--- src/pkg/hvm_consts.svh ---
// Constants for the high-voltage measurement switch control block.
// Assumes a 20 MHz hclk and an AHB-Lite register port with word access only.
`ifndef HVM_CONSTS_SVH
`define HVM_CONSTS_SVH
`define HVM_OFF_MEAS_CTRL 12'h000
`define HVM_OFF_PULL_CFG 12'h004
`define HVM_OFF_WAKE_CTRL1 12'h008
`define HVM_OFF_GPIN_CFG 12'h00c
`define HVM_OFF_MODE_CMD 12'h010
`define HVM_OFF_STATUS 12'h014
`define HVM_OFF_WAKE_STAT0 12'h018
`define HVM_OFF_WAKE_STAT1 12'h01c
`define HVM_OFF_WAKE_LVL 12'h020
`define HVM_OFF_ERR 12'h024
`define HVM_BIT_MEAS_EN 0
`define HVM_BIT_WAKE_EN 0
`define HVM_BIT_FO_TEST 4
`define HVM_GPIN_OFF 3'h0
`define HVM_GPIN_FO 3'h1
`define HVM_GPIN_WAKE 3'h2
`define HVM_RST_GPIN 3'h1
`define HVM_RST_PULL 2'h0
`define HVM_RST_WAKE1 8'h01
`endif

--- src/pkg/hvm_pkg.sv ---
// Types shared by the measurement switch control logic.
// Assumes the companion constants header for offsets and reset values.
package hvm_pkg;
    typedef enum logic [2:0] {
        HVM_INIT = 3'b000,
        HVM_NORMAL = 3'b001,
        HVM_STOP = 3'b011,
        HVM_SLEEP = 3'b010,
        HVM_RESTART = 3'b110,
        HVM_FAILSAFE = 3'b111
    } hvm_mode_t;

    typedef struct packed {
        logic wake_in;
        logic gpin_in;
    } hvm_pins_t;

    typedef struct packed {
        logic [1:0] wake_pull;
        logic [1:0] gpin_pull;
        logic gpin_oe;
        logic gpin_out;
        logic meas_switch;
    } hvm_drive_t;
endpackage

--- src/hdl/hvm_sync.sv ---
// Two-flop synchroniser for asynchronous pin levels.
// Assumes the inputs are slow levels; no pulse stretching is done.
`timescale 1ns/10ps
module hvm_sync #(
    parameter int WIDTH = 2
) (
    input wire logic hclk,
    input wire logic hresetn,
    input wire logic [WIDTH-1:0] d,
    output logic [WIDTH-1:0] q
);
    logic [WIDTH-1:0] meta_q;

    initial begin
        if (WIDTH < 1) $error("hvm_sync: WIDTH must be at least 1");
    end

    always_ff @(posedge hclk or negedge hresetn) begin
        if (!hresetn) begin
            meta_q <= '0;
            q <= '0;
        end else begin
            meta_q <= d;
            q <= meta_q;
        end
    end
endmodule

--- src/hdl/hvm_ctrl.sv ---
// Measurement switch control: AHB-Lite registers, mode sequencing,
// pin gating and wake status capture for the wake input and general pin.
// Assumes a single AHB-Lite master issuing whole-word single transfers.
`timescale 1ns/10ps
`include "hvm_consts.svh"
module hvm_ctrl (
    input wire logic hclk,
    input wire logic hresetn,
    input wire logic hsel,
    input wire logic [11:0] haddr,
    input wire logic [1:0] htrans,
    input wire logic hwrite,
    input wire logic [2:0] hsize,
    input wire logic [31:0] hwdata,
    input wire logic hready,
    output logic [31:0] hrdata,
    output logic hreadyout,
    output logic hresp,
    input wire hvm_pkg::hvm_pins_t pins,
    output hvm_pkg::hvm_drive_t drive,
    output hvm_pkg::hvm_mode_t mode,
    output logic wake_event,
    output logic fail_out
);
    import hvm_pkg::*;

    hvm_pins_t pins_s;
    hvm_pins_t pins_prev_q;
    logic meas_en_q;
    logic [1:0] pull_q;
    logic [7:0] wake1_q;
    logic [2:0] gpin_q;
    logic [1:0] stat0_q;
    logic stat1_q;
    logic [1:0] lvl_q;
    logic err_q;
    logic fs_wake_q;
    logic wr_pend_q;
    logic [11:0] wr_addr_q;
    hvm_mode_t mode_q;
    hvm_mode_t mode_d;
    logic [31:0] rdata_q;

    hvm_sync #(.WIDTH(2)) u_sync (
        .hclk(hclk),
        .hresetn(hresetn),
        .d(pins),
        .q(pins_s)
    );

    function automatic logic hit(input logic [11:0] a, input logic [11:0] off);
        hit = (a == off);
    endfunction

    // Address phase capture; this slave never stalls
    wire logic take = hsel && hready && htrans[1];
    wire logic rd_take = take && !hwrite;
    wire logic wr = wr_pend_q;
    wire logic wr_meas = wr && hit(wr_addr_q, `HVM_OFF_MEAS_CTRL);
    wire logic wr_pull = wr && hit(wr_addr_q, `HVM_OFF_PULL_CFG);
    wire logic wr_wake1 = wr && hit(wr_addr_q, `HVM_OFF_WAKE_CTRL1);
    wire logic wr_gpin = wr && hit(wr_addr_q, `HVM_OFF_GPIN_CFG);
    wire logic wr_mode = wr && hit(wr_addr_q, `HVM_OFF_MODE_CMD);
    wire logic wr_stat0 = wr && hit(wr_addr_q, `HVM_OFF_WAKE_STAT0);
    wire logic wr_stat1 = wr && hit(wr_addr_q, `HVM_OFF_WAKE_STAT1);
    wire logic wr_err = wr && hit(wr_addr_q, `HVM_OFF_ERR);

    // Enable only accepted while the general pin is off
    wire logic meas_set_req = wr_meas && hwdata[`HVM_BIT_MEAS_EN];
    wire logic meas_refuse = meas_set_req && !meas_en_q && (gpin_q != `HVM_GPIN_OFF);
    wire logic meas_d = wr_meas ? (hwdata[`HVM_BIT_MEAS_EN] && !meas_refuse) : meas_en_q;
    wire logic gpin_change = wr_gpin && meas_en_q && (hwdata[2:0] != gpin_q);

    // Wake sources: the pins are the only sources this block knows of
    wire logic wake_en_cfg = wake1_q[`HVM_BIT_WAKE_EN] || fs_wake_q;
    wire logic gpin_wake_cfg = (gpin_q == `HVM_GPIN_WAKE);
    wire logic pins_only_wake = wake_en_cfg || gpin_wake_cfg;
    wire logic sleep_cmd = wr_mode && (hwdata[2:0] == HVM_SLEEP);
    wire logic sleep_reject = sleep_cmd && meas_en_q && pins_only_wake;

    // Gated pin levels: while measuring, the pins feed no internal logic
    wire logic wake_live = !meas_en_q && pins_s.wake_in;
    wire logic gpin_live = !meas_en_q && pins_s.gpin_in;
    wire logic wake_edge = !meas_en_q && (pins_s.wake_in != pins_prev_q.wake_in);
    wire logic gpin_edge = !meas_en_q && (pins_s.gpin_in != pins_prev_q.gpin_in);
    wire logic wake_hit = wake_edge && wake_en_cfg;
    wire logic gpin_hit = gpin_edge && gpin_wake_cfg;

    always_comb begin
        mode_d = mode_q;
        if (sleep_reject) begin
            mode_d = HVM_RESTART;
        end else if (wr_mode) begin
            mode_d = hvm_mode_t'(hwdata[2:0]);
        end else if (mode_q == HVM_INIT || mode_q == HVM_RESTART) begin
            mode_d = HVM_NORMAL;
        end else if ((mode_q == HVM_SLEEP || mode_q == HVM_STOP) && (wake_hit || gpin_hit)) begin
            mode_d = HVM_RESTART;
        end
    end

    wire logic err_set = meas_refuse || gpin_change || sleep_reject;
    wire logic [31:0] rsel =
        hit(haddr, `HVM_OFF_MEAS_CTRL) ? {31'h0, meas_en_q} :
        hit(haddr, `HVM_OFF_PULL_CFG) ? {30'h0, pull_q} :
        hit(haddr, `HVM_OFF_WAKE_CTRL1) ? {24'h0, wake1_q} :
        hit(haddr, `HVM_OFF_GPIN_CFG) ? {29'h0, gpin_q} :
        hit(haddr, `HVM_OFF_MODE_CMD) ? {29'h0, mode_q} :
        hit(haddr, `HVM_OFF_STATUS) ? {29'h0, fs_wake_q, drive.meas_switch, meas_en_q} :
        hit(haddr, `HVM_OFF_WAKE_STAT0) ? {30'h0, stat0_q} :
        hit(haddr, `HVM_OFF_WAKE_STAT1) ? {31'h0, stat1_q} :
        hit(haddr, `HVM_OFF_WAKE_LVL) ? {30'h0, lvl_q} :
        hit(haddr, `HVM_OFF_ERR) ? {31'h0, err_q} : 32'h0;

    // Pin drive computed combinationally, registered below
    wire logic meas_in_normal = meas_en_q && (mode_q == HVM_NORMAL);
    wire logic fo_active = !meas_en_q && (gpin_q == `HVM_GPIN_FO);
    wire logic fo_level = fo_active && (mode_q == HVM_FAILSAFE || wake1_q[`HVM_BIT_FO_TEST]);

    always_ff @(posedge hclk or negedge hresetn) begin
        if (!hresetn) begin
            wr_pend_q <= 1'b0;
            wr_addr_q <= 12'h000;
            rdata_q <= 32'h0;
        end else begin
            wr_pend_q <= take && hwrite;
            wr_addr_q <= haddr;
            rdata_q <= rd_take ? rsel : 32'h0;
        end
    end

    always_ff @(posedge hclk or negedge hresetn) begin
        if (!hresetn) begin
            meas_en_q <= 1'b0;
            pull_q <= `HVM_RST_PULL;
            wake1_q <= `HVM_RST_WAKE1;
            gpin_q <= `HVM_RST_GPIN;
            mode_q <= HVM_INIT;
            err_q <= 1'b0;
        end else begin
            meas_en_q <= meas_d;
            // Writes land even while measuring; pulls and the fail drive stay off until the enable clears
            if (wr_pull) pull_q <= hwdata[1:0];
            if (wr_wake1) wake1_q <= hwdata[7:0];
            if (wr_gpin) gpin_q <= hwdata[2:0];
            mode_q <= mode_d;
            err_q <= err_set | (err_q & ~(wr_err & hwdata[0]));
        end
    end

    // Status capture; a new event wins over a software clear
    always_ff @(posedge hclk or negedge hresetn) begin
        if (!hresetn) begin
            pins_prev_q <= '0;
            stat0_q <= 2'h0;
            stat1_q <= 1'b0;
            lvl_q <= 2'h0;
            fs_wake_q <= 1'b0;
        end else begin
            pins_prev_q <= pins_s;
            stat0_q <= {gpin_hit, wake_hit} | (stat0_q & ~({2{wr_stat0}} & hwdata[1:0]));
            stat1_q <= gpin_edge | (stat1_q & ~(wr_stat1 & hwdata[0]));
            if (!meas_en_q) lvl_q <= {gpin_live, wake_live};
            if (mode_d == HVM_FAILSAFE && mode_q != HVM_FAILSAFE) begin
                fs_wake_q <= !meas_en_q;
            end else if (mode_d == HVM_NORMAL) begin
                fs_wake_q <= 1'b0;
            end
        end
    end

    always_ff @(posedge hclk or negedge hresetn) begin
        if (!hresetn) begin
            drive <= '0;
            wake_event <= 1'b0;
            fail_out <= 1'b0;
        end else begin
            drive.meas_switch <= meas_in_normal;
            drive.wake_pull <= meas_en_q ? 2'h0 : pull_q;
            drive.gpin_pull <= meas_en_q ? 2'h0 : pull_q;
            drive.gpin_oe <= fo_active;
            drive.gpin_out <= fo_level;
            wake_event <= wake_hit || gpin_hit;
            fail_out <= fo_level;
        end
    end

    assign mode = mode_q;
    assign hrdata = rdata_q;
    assign hreadyout = 1'b1;
    assign hresp = 1'b0;

    property p_switch_normal_only;
        @(posedge hclk) disable iff (!hresetn)
        drive.meas_switch |-> $past(meas_en_q) && $past(mode_q) == HVM_NORMAL;
    endproperty
    a_switch_normal_only: assert property (p_switch_normal_only)
        else $error("switch closed outside Normal with enable");

    property p_switch_closes;
        @(posedge hclk) disable iff (!hresetn)
        (meas_en_q && mode_q == HVM_NORMAL) |=> drive.meas_switch;
    endproperty
    a_switch_closes: assert property (p_switch_closes)
        else $error("switch failed to close");

    property p_pulls_off;
        @(posedge hclk) disable iff (!hresetn)
        meas_en_q |=> drive.wake_pull == 2'h0 && drive.gpin_pull == 2'h0;
    endproperty
    a_pulls_off: assert property (p_pulls_off)
        else $error("pull current on while measuring");

    property p_no_events;
        @(posedge hclk) disable iff (!hresetn)
        meas_en_q |=> !wake_event;
    endproperty
    a_no_events: assert property (p_no_events)
        else $error("wake event while measuring");

    property p_status_frozen;
        @(posedge hclk) disable iff (!hresetn)
        (meas_en_q && !wr_stat0) |=> stat0_q == $past(stat0_q) && lvl_q == $past(lvl_q);
    endproperty
    a_status_frozen: assert property (p_status_frozen)
        else $error("status updated while measuring");

    property p_sleep_reject;
        @(posedge hclk) disable iff (!hresetn)
        sleep_reject |=> mode_q == HVM_RESTART && err_q;
    endproperty
    a_sleep_reject: assert property (p_sleep_reject)
        else $error("sleep not rejected while measuring");

    property p_no_fail_drive;
        @(posedge hclk) disable iff (!hresetn)
        meas_en_q |=> !drive.gpin_oe && !fail_out;
    endproperty
    a_no_fail_drive: assert property (p_no_fail_drive)
        else $error("fail output driven while measuring");

    property p_gpin_change_err;
        @(posedge hclk) disable iff (!hresetn)
        gpin_change |=> err_q;
    endproperty
    a_gpin_change_err: assert property (p_gpin_change_err)
        else $error("general pin change not flagged");

    property p_refuse;
        @(posedge hclk) disable iff (!hresetn)
        meas_refuse |=> !meas_en_q && err_q;
    endproperty
    a_refuse: assert property (p_refuse)
        else $error("enable accepted with pin not off");

    property p_failsafe_keep;
        @(posedge hclk) disable iff (!hresetn)
        (meas_en_q && mode_q == HVM_FAILSAFE && !wr_meas) |=> meas_en_q && !drive.meas_switch;
    endproperty
    a_failsafe_keep: assert property (p_failsafe_keep)
        else $error("fail-safe lost enable or closed switch");
endmodule

--- config.mk ---
export PLATFORM = sky130hd
export DESIGN_NAME = hvm_ctrl
export DESIGN_NICKNAME = d
export VERILOG_FILES = /design/src/pkg/hvm_pkg.sv /design/src/hdl/hvm_sync.sv /design/src/hdl/hvm_ctrl.sv
export VERILOG_INCLUDE_DIRS = /design/src /design/src/pkg
export SDC_FILE = /design/constraint.sdc
export NUM_CORES = 1
export LEC_CHECK = 0
export BUFFER_PORTS_ARGS = -buffer_cell sky130_fd_sc_hd__buf_4
export CORE_UTILIZATION = 53
export CTS_CLUSTER_DIAMETER = 60
export CTS_CLUSTER_SIZE = 10
export DETAILED_ROUTE_END_ITERATION = 7
export PLACE_DENSITY = 0.85
export SLEW_MARGIN = 20
export SYNTH_ARGS = -nofsm -noshare
export SYNTH_HDL_FRONTEND = slang
export SYNTH_SLANG_ARGS = --single-unit
--- constraint.sdc ---
create_clock -name hclk -period 4.8 [get_ports hclk]
set_input_delay 0.96 -clock hclk [delete_from_list [all_inputs] [get_ports hclk]]
set_output_delay 0.96 -clock hclk [all_outputs]
set_load 0.05 [all_outputs]
; After elaboration in Yosys (flattened, before gate mapping)
; Index checks and enable logic that the tools add are counted.
[word_totals]
reg_bits = 57
in_bits = 56
out_inout_bits = 46
elab_cells = 130
[classes]
n_eq_ne = 30
mux = 18
bitwise_logic = 12
n_reduce_logical = 48
[ops]
columns = cell, count
row1 = "equality test 12 x 5 -> 1 bit, second input constant", 7
row2 = "equality test 12 x 4 -> 1 bit, second input constant", 4
row3 = "equality test 12 x 6 -> 1 bit, second input constant", 3
row4 = logical AND 1 bit, 32
row5 = two-way mux 8 bit, 4
row6 = "equality test 12 x 3 -> 1 bit, second input constant", 2
row7 = zero test 12 bit, 2
row8 = two-way mux 3 bit, 7
row9 = "equality test 3 x 2 -> 1 bit, second input constant", 4
row10 = "equality test 3 x 1 -> 1 bit, second input constant", 3
row11 = "equality test 3 bit, second input constant", 3
row12 = logical OR 1 bit, 8
row13 = two-way mux 2 bit, 4
row14 = bitwise AND 1 bit, 4
row15 = bitwise AND 2 bit, 2
row16 = zero test 1 bit, 3
row17 = zero test 3 bit, 1
row18 = two-way mux 1 bit, 3
row19 = inequality test 3 bit, 1
row20 = "inequality test 3 bit, second input constant", 1
row21 = nonzero test 3 bit, 1
row22 = inequality test 1 bit, 2
row23 = NOT 1 bit, 2
row24 = NOT 2 bit, 1
row25 = 3 further kinds, 4

; Logic depth before layout (Yosys ltp)
[depth]
depth_word = 12
ltp_mapped = 7
depth_no_buf = 7

; Modules after synthesis
; Synthesis repeated with hierarchy kept, for this count alone.
[unflattened]
cells_unflattened = 250
hier_area_um2 = 2728.9
[by_module_without_submodules]
columns = module, instances, cells_each, area_each_um2, seq_area_each_um2
row1 = hvm_ctrl, 1, 246, 2628.8, 1328.8
row2 = hvm_sync, 1, 4, 100.1, 100.1

; Worst setup path after synthesis
; No wires, ideal clock.
[synth_timing]
path_type = input to register
startpoint = in hwdata[0]
endpoint = reg fs_wake_q
setup_time_ps = 132
arrival_ps = 2191
required_ps = 4668
slack_ps = 2478
stages = 7
path_buffers = 1
cell_sequence = clkbuf_1 -> nand2b_1 -> a21oi_1 -> a2111oi_2 -> a221oi_4 -> a21boi_2 -> o211ai_2
[synth_via]
elab_chain_cells = 8
word_cells_on_any_way = 11
cone_classes = 3 x eq/ne / 3 x mux / 5 x reduce/logical
[synth_rtl]
columns = item, line
row1 = start: declaration, hvm_ctrl.sv:14  ; input wire logic [31:0] hwdata,
row2 = equality test 3 x 2 -> 1 bit *, hvm_ctrl.sv:78  ; wire logic sleep_cmd = wr_mode && (hwdata[2:0] == HVM_SLEEP);
row3 = logical AND 1 bit *, hvm_ctrl.sv:78
row4 = logical AND 1 bit * (2 in series), hvm_ctrl.sv:79  ; wire logic sleep_reject = sleep_cmd && meas_en_q && pins_only_wake;
row5 = two-way mux 3 bit *, hvm_ctrl.sv:91  ; if (sleep_reject) begin
row6 = named net mode_d[2], hvm_ctrl.sv:41  ; hvm_mode_t mode_d;
row7 = equality test 3 bit, hvm_ctrl.sv:164  ; if (mode_d == HVM_FAILSAFE && mode_q != HVM_FAILSAFE) begin
row8 = logical AND 1 bit, hvm_ctrl.sv:164
row9 = two-way mux 1 bit / nonzero test 2 bit (equally long branches), -
row10 = end signal: assignment, hvm_ctrl.sv:165  ; fs_wake_q <= !meas_en_q;
row11 = end: declaration, hvm_ctrl.sv:37  ; logic fs_wake_q;
; The timed path passes the listed nets; every way through them passes the cells marked *.
; A chain may end at the register's enable or synchronous reset.

; Final worst setup path
[layout_timing]
startpoint = in haddr[8]
endpoint = reg rdata_q[4], in the netlist hrdata[4]
[layout_via]
elab_chain_cells = 5
word_cells_on_any_way = 7
cone_classes = 2 x eq/ne / 4 x mux / 1 x reduce/logical
[layout_rtl]
columns = item, line
row1 = start: declaration, hvm_ctrl.sv:10  ; input wire logic [11:0] haddr,
row2 = equality test 12 x 4 -> 1 bit, hvm_ctrl.sv:52  ; hit = (a == off);
row3 = two-way mux 8 bit, hvm_ctrl.sv:106  ; hit(haddr, `HVM_OFF_WAKE_CTRL1) ? {24'h0, wake1_q} :
row4 = two-way mux 8 bit, hvm_ctrl.sv:105  ; hit(haddr, `HVM_OFF_PULL_CFG) ? {30'h0, pull_q} :
row5 = two-way mux 8 bit *, hvm_ctrl.sv:104  ; hit(haddr, `HVM_OFF_MEAS_CTRL) ? {31'h0, meas_en_q} :
row6 = two-way mux 8 bit *, hvm_ctrl.sv:128  ; rdata_q <= rd_take ? rsel : 32'h0;
row7 = end signal: assignment, hvm_ctrl.sv:128
row8 = end: declaration, hvm_ctrl.sv:42  ; logic [31:0] rdata_q;
; Every way passes the cells marked *; elsewhere a longest branch is shown, timed or not.

==> metrics.txt <==
status=complete, no violations; Final Slew Violations=0; IO Port Bufs=between 40 and 50; combinational fraction of design power=slightly below 10%; final hold viol count=0; Worst setup SP type=input pin; actual slew at the worst max-slew pin=roughly 0.69 ns; RSZ-0062 raised after global routing=no; worst r2r path cells=6; cts-stage hold buffer count=0; CTS H-tree depth=3; Int Pwr=roughly 0.83 mW; PwrDens=341 nW/um^2; Die Span Y=approximately 73 um; Gates resized, CTS repair=0; clk slew on worst S/H paths=0.06 ns; Synth Instances=244; Routed met1 length=approximately 2.2 mm; leakage power=roughly 1.5 nW; Yosys warning count=0; DP Area=roughly 3000 um^2; Synth top area share=51.1%; worst vdd ir=0.293 mV; Largest delay share family, worst path=simple AND/OR/NAND/NOR gates; Cell variety after synth=between 50 and 60; Final ANT Viol Nets=0; relative slew slack=between 50 and 60%; Post-Syn Area per Cell=~11 um^2; Hold Path Sink=u_sync.q[1]; DR vias/cell=roughly 5.4; minimum clock period=2.34 ns; DRC Markers=0; largest net degree at the start of global routing=58; Final setup viols=0; Routed WL per cell=approximately 15 um; metal2 WL=about 2.8 mm; CORE AREA=a little under 5000 um^2; Fmax achieved=around 430 MHz; fin nets=about 350; vias in the first global route=just under 2000; Switching Share=between 20% and 30%; CP Class=in -> reg; Worst path slowest cell=nor4bb_1; filler cell count=approximately 380; most common cell in the netlist=dfrtp_1; crit-path max cell delay=0.67 ns; Synth area leaders=dfrtp_1 (51%), buf_4 (8.1%), mux2_1 (4.6%); Ports=102; GRT Util Overall=about a quarter; synth-to-layout area growth=18.8%; first-pass GRT wire length=9.11 mm; Num CTS Buffers=9; CTS root buffer=clkbuf_8; number of cell rows=25; initial antenna violation count=0; Sw Pwr=roughly 0.26 mW; Clk pwr share=44.4%; wirelength, routed=between 5 and 6 mm; Worst EP required=just over 5 ns; Vias=~2000; CP Buf/Inv Count=1; Worst EP arrival=approximately 2.6 ns; Worst Setup Slack post-DPL=roughly 2.1 ns; crit end category=register; initial core utilization=a little under three fifths; reg-to-reg slack, setup=between 2 and 3 ns; Cells on Worst Hold Path=0; Design Area, Final=3200 um^2; hold_sp=u_sync.meta_q[1]; fraction of layout instances using a drive strength above 1=between 20% and 30%; FF+latch area=approximately 1400 um^2; Die W=between 70 and 80 um; ys async rst share=100%; commonest cells in the synthesized netlist=dfrtp_1 (55), buf_4 (29), nand2_1 (17); DR iter-0 viols=128; crit-path max FO=5; count of state elements after synthesis=57; clk sinks=57; Min-Delay Path Class=reg -> reg; DRT Pass-1 Iters=4; reg-to-reg startpoint=wr_addr_q[7]; total power=between 1 and 1.5 mW; Routability Congestion=around 0.9; met3 wire length=about 370 um; post-DP HPWL=a little under 4 mm; antenna fix cells=0; Top Metal Used=met4; die area=between 5000 and 6000 um^2; Critical Path, Cell by Cell=buf_4, nor4_1, nand3_1, nor4bb_1, and2_1; CTS tree=done; area leader, netlist=dfrtp_1; Max Root-Sink Buffers=2; GR Overflow Total=0; setup bufs post-CTS=0; Seq pwr share=between 40% and 50%; max_cap viols=0; Post-synth EDFFs=0; Synth Flop Type=dfrtp_1; worst r2r dst=fs_wake_q; Final Skew=0.00874 ns; Setup TNS=0 ns; setup ws final=2.46 ns; Post-Syn Area=2700 um^2; clock latency at the later pin of the worst-skew pair=0.33 ns; register area share after synthesis=between 50 and 60%; final period utilization=48.8%; area of the multi-input gates=around 1100 um^2
## power by group through the flow
stage          logic [mW]  clock network [mW]  registers, mW
2_1_floorplan      0.0841                   0          0.508
3_3_place_gp        0.106                   0          0.506
3_5_place_dp        0.107                   0          0.507
4_1_cts             0.108               0.498          0.499
5_1_grt             0.115               0.522          0.500
6_report            0.108               0.485          0.499
## worst max path at each step
stage	start	to	slack, ns	depth (start not counted)
after floorplan	hwdata[0]	fs_wake_q	2.48	7
after global placement	haddr[8]	hrdata[5]	2.20	5
after detailed placement	haddr[8]	hrdata[4]	2.11	5
after CTS	haddr[8]	hrdata[4]	2.47	5
after global routing	haddr[8]	hrdata[5]	2.24	5
final	haddr[8]	hrdata[4]	2.46	5
## cell type report
class	count	share of cell area [%]
clock inverters	1	0.938
multi-input cells	164	33.5
repair buffers	47	11.0
clock buffers	15	6.14
inverters	10	1.17
well taps	67	2.62
flip-flops and latches	57	44.6
## layer usage
metal | vias to the layer above | GRT usage (%)
li1 | 897 | -
met1 | 953 | 29.1
met2 | 84 | 36.8
met3 | 16 | 9.47
met4 | 0 | 12.2
met5 | - | 0
## cell families (layout without fill, tap and decap cells)
| family | after synthesis | count (layout) | synth area share [%] |
|---|---|---|---|
| other | 2 | 26 | 0.279 |
| AND/OR/NAND/NOR | 74 | 74 | 15.6 |
| flip-flops | 57 | 57 | 53.0 |
| buffers and inverters | 47 | 73 | 10.6 |
| multiplexers | 18 | 18 | 7.75 |
| AO/OA/AOI/OAI | 41 | 41 | 11.2 |
| XOR/XNOR | 5 | 5 | 1.63 |
## cells in the final DEF, fill, tap and decap left out, drive strengths merged, types with 5 or more instances in the layout
master  count
a21oi       7
and2        6
buf        47
clkbuf     15
conb       26
dfrtp      55
inv        10
mux2       13
nand2      17
nand3       7
nor2       10
nor2b       5
nor3        6
nor4        5
o21ai      12
## metrics by stage
step           hold slack [ns]  utilization (%)  std cells
2_1_floorplan            0.331                -        268
3_3_place_gp             0.331             61.7        345
3_5_place_dp             0.336             61.7        345
4_1_cts                  0.346             66.4        361
5_1_grt                  0.353             66.4        361
6_report                 0.346             66.4        361
## flip-flops by register name, indices dropped and copies added, names as in the netlist
signal,count
meas_en_q,1
wr_addr_q,12
stat0_q,2
drive,4
u_sync.q,2
u_sync.meta_q,2
pins_prev_q,2
pull_q,2
err_q,1
lvl_q,2
fail_out,1
mode,3
fs_wake_q,1
gpin_q,3
wake1_q,8
wr,1
stat1_q,1
hrdata,8
wake_event,1
(Power assumes the default switching activity.)
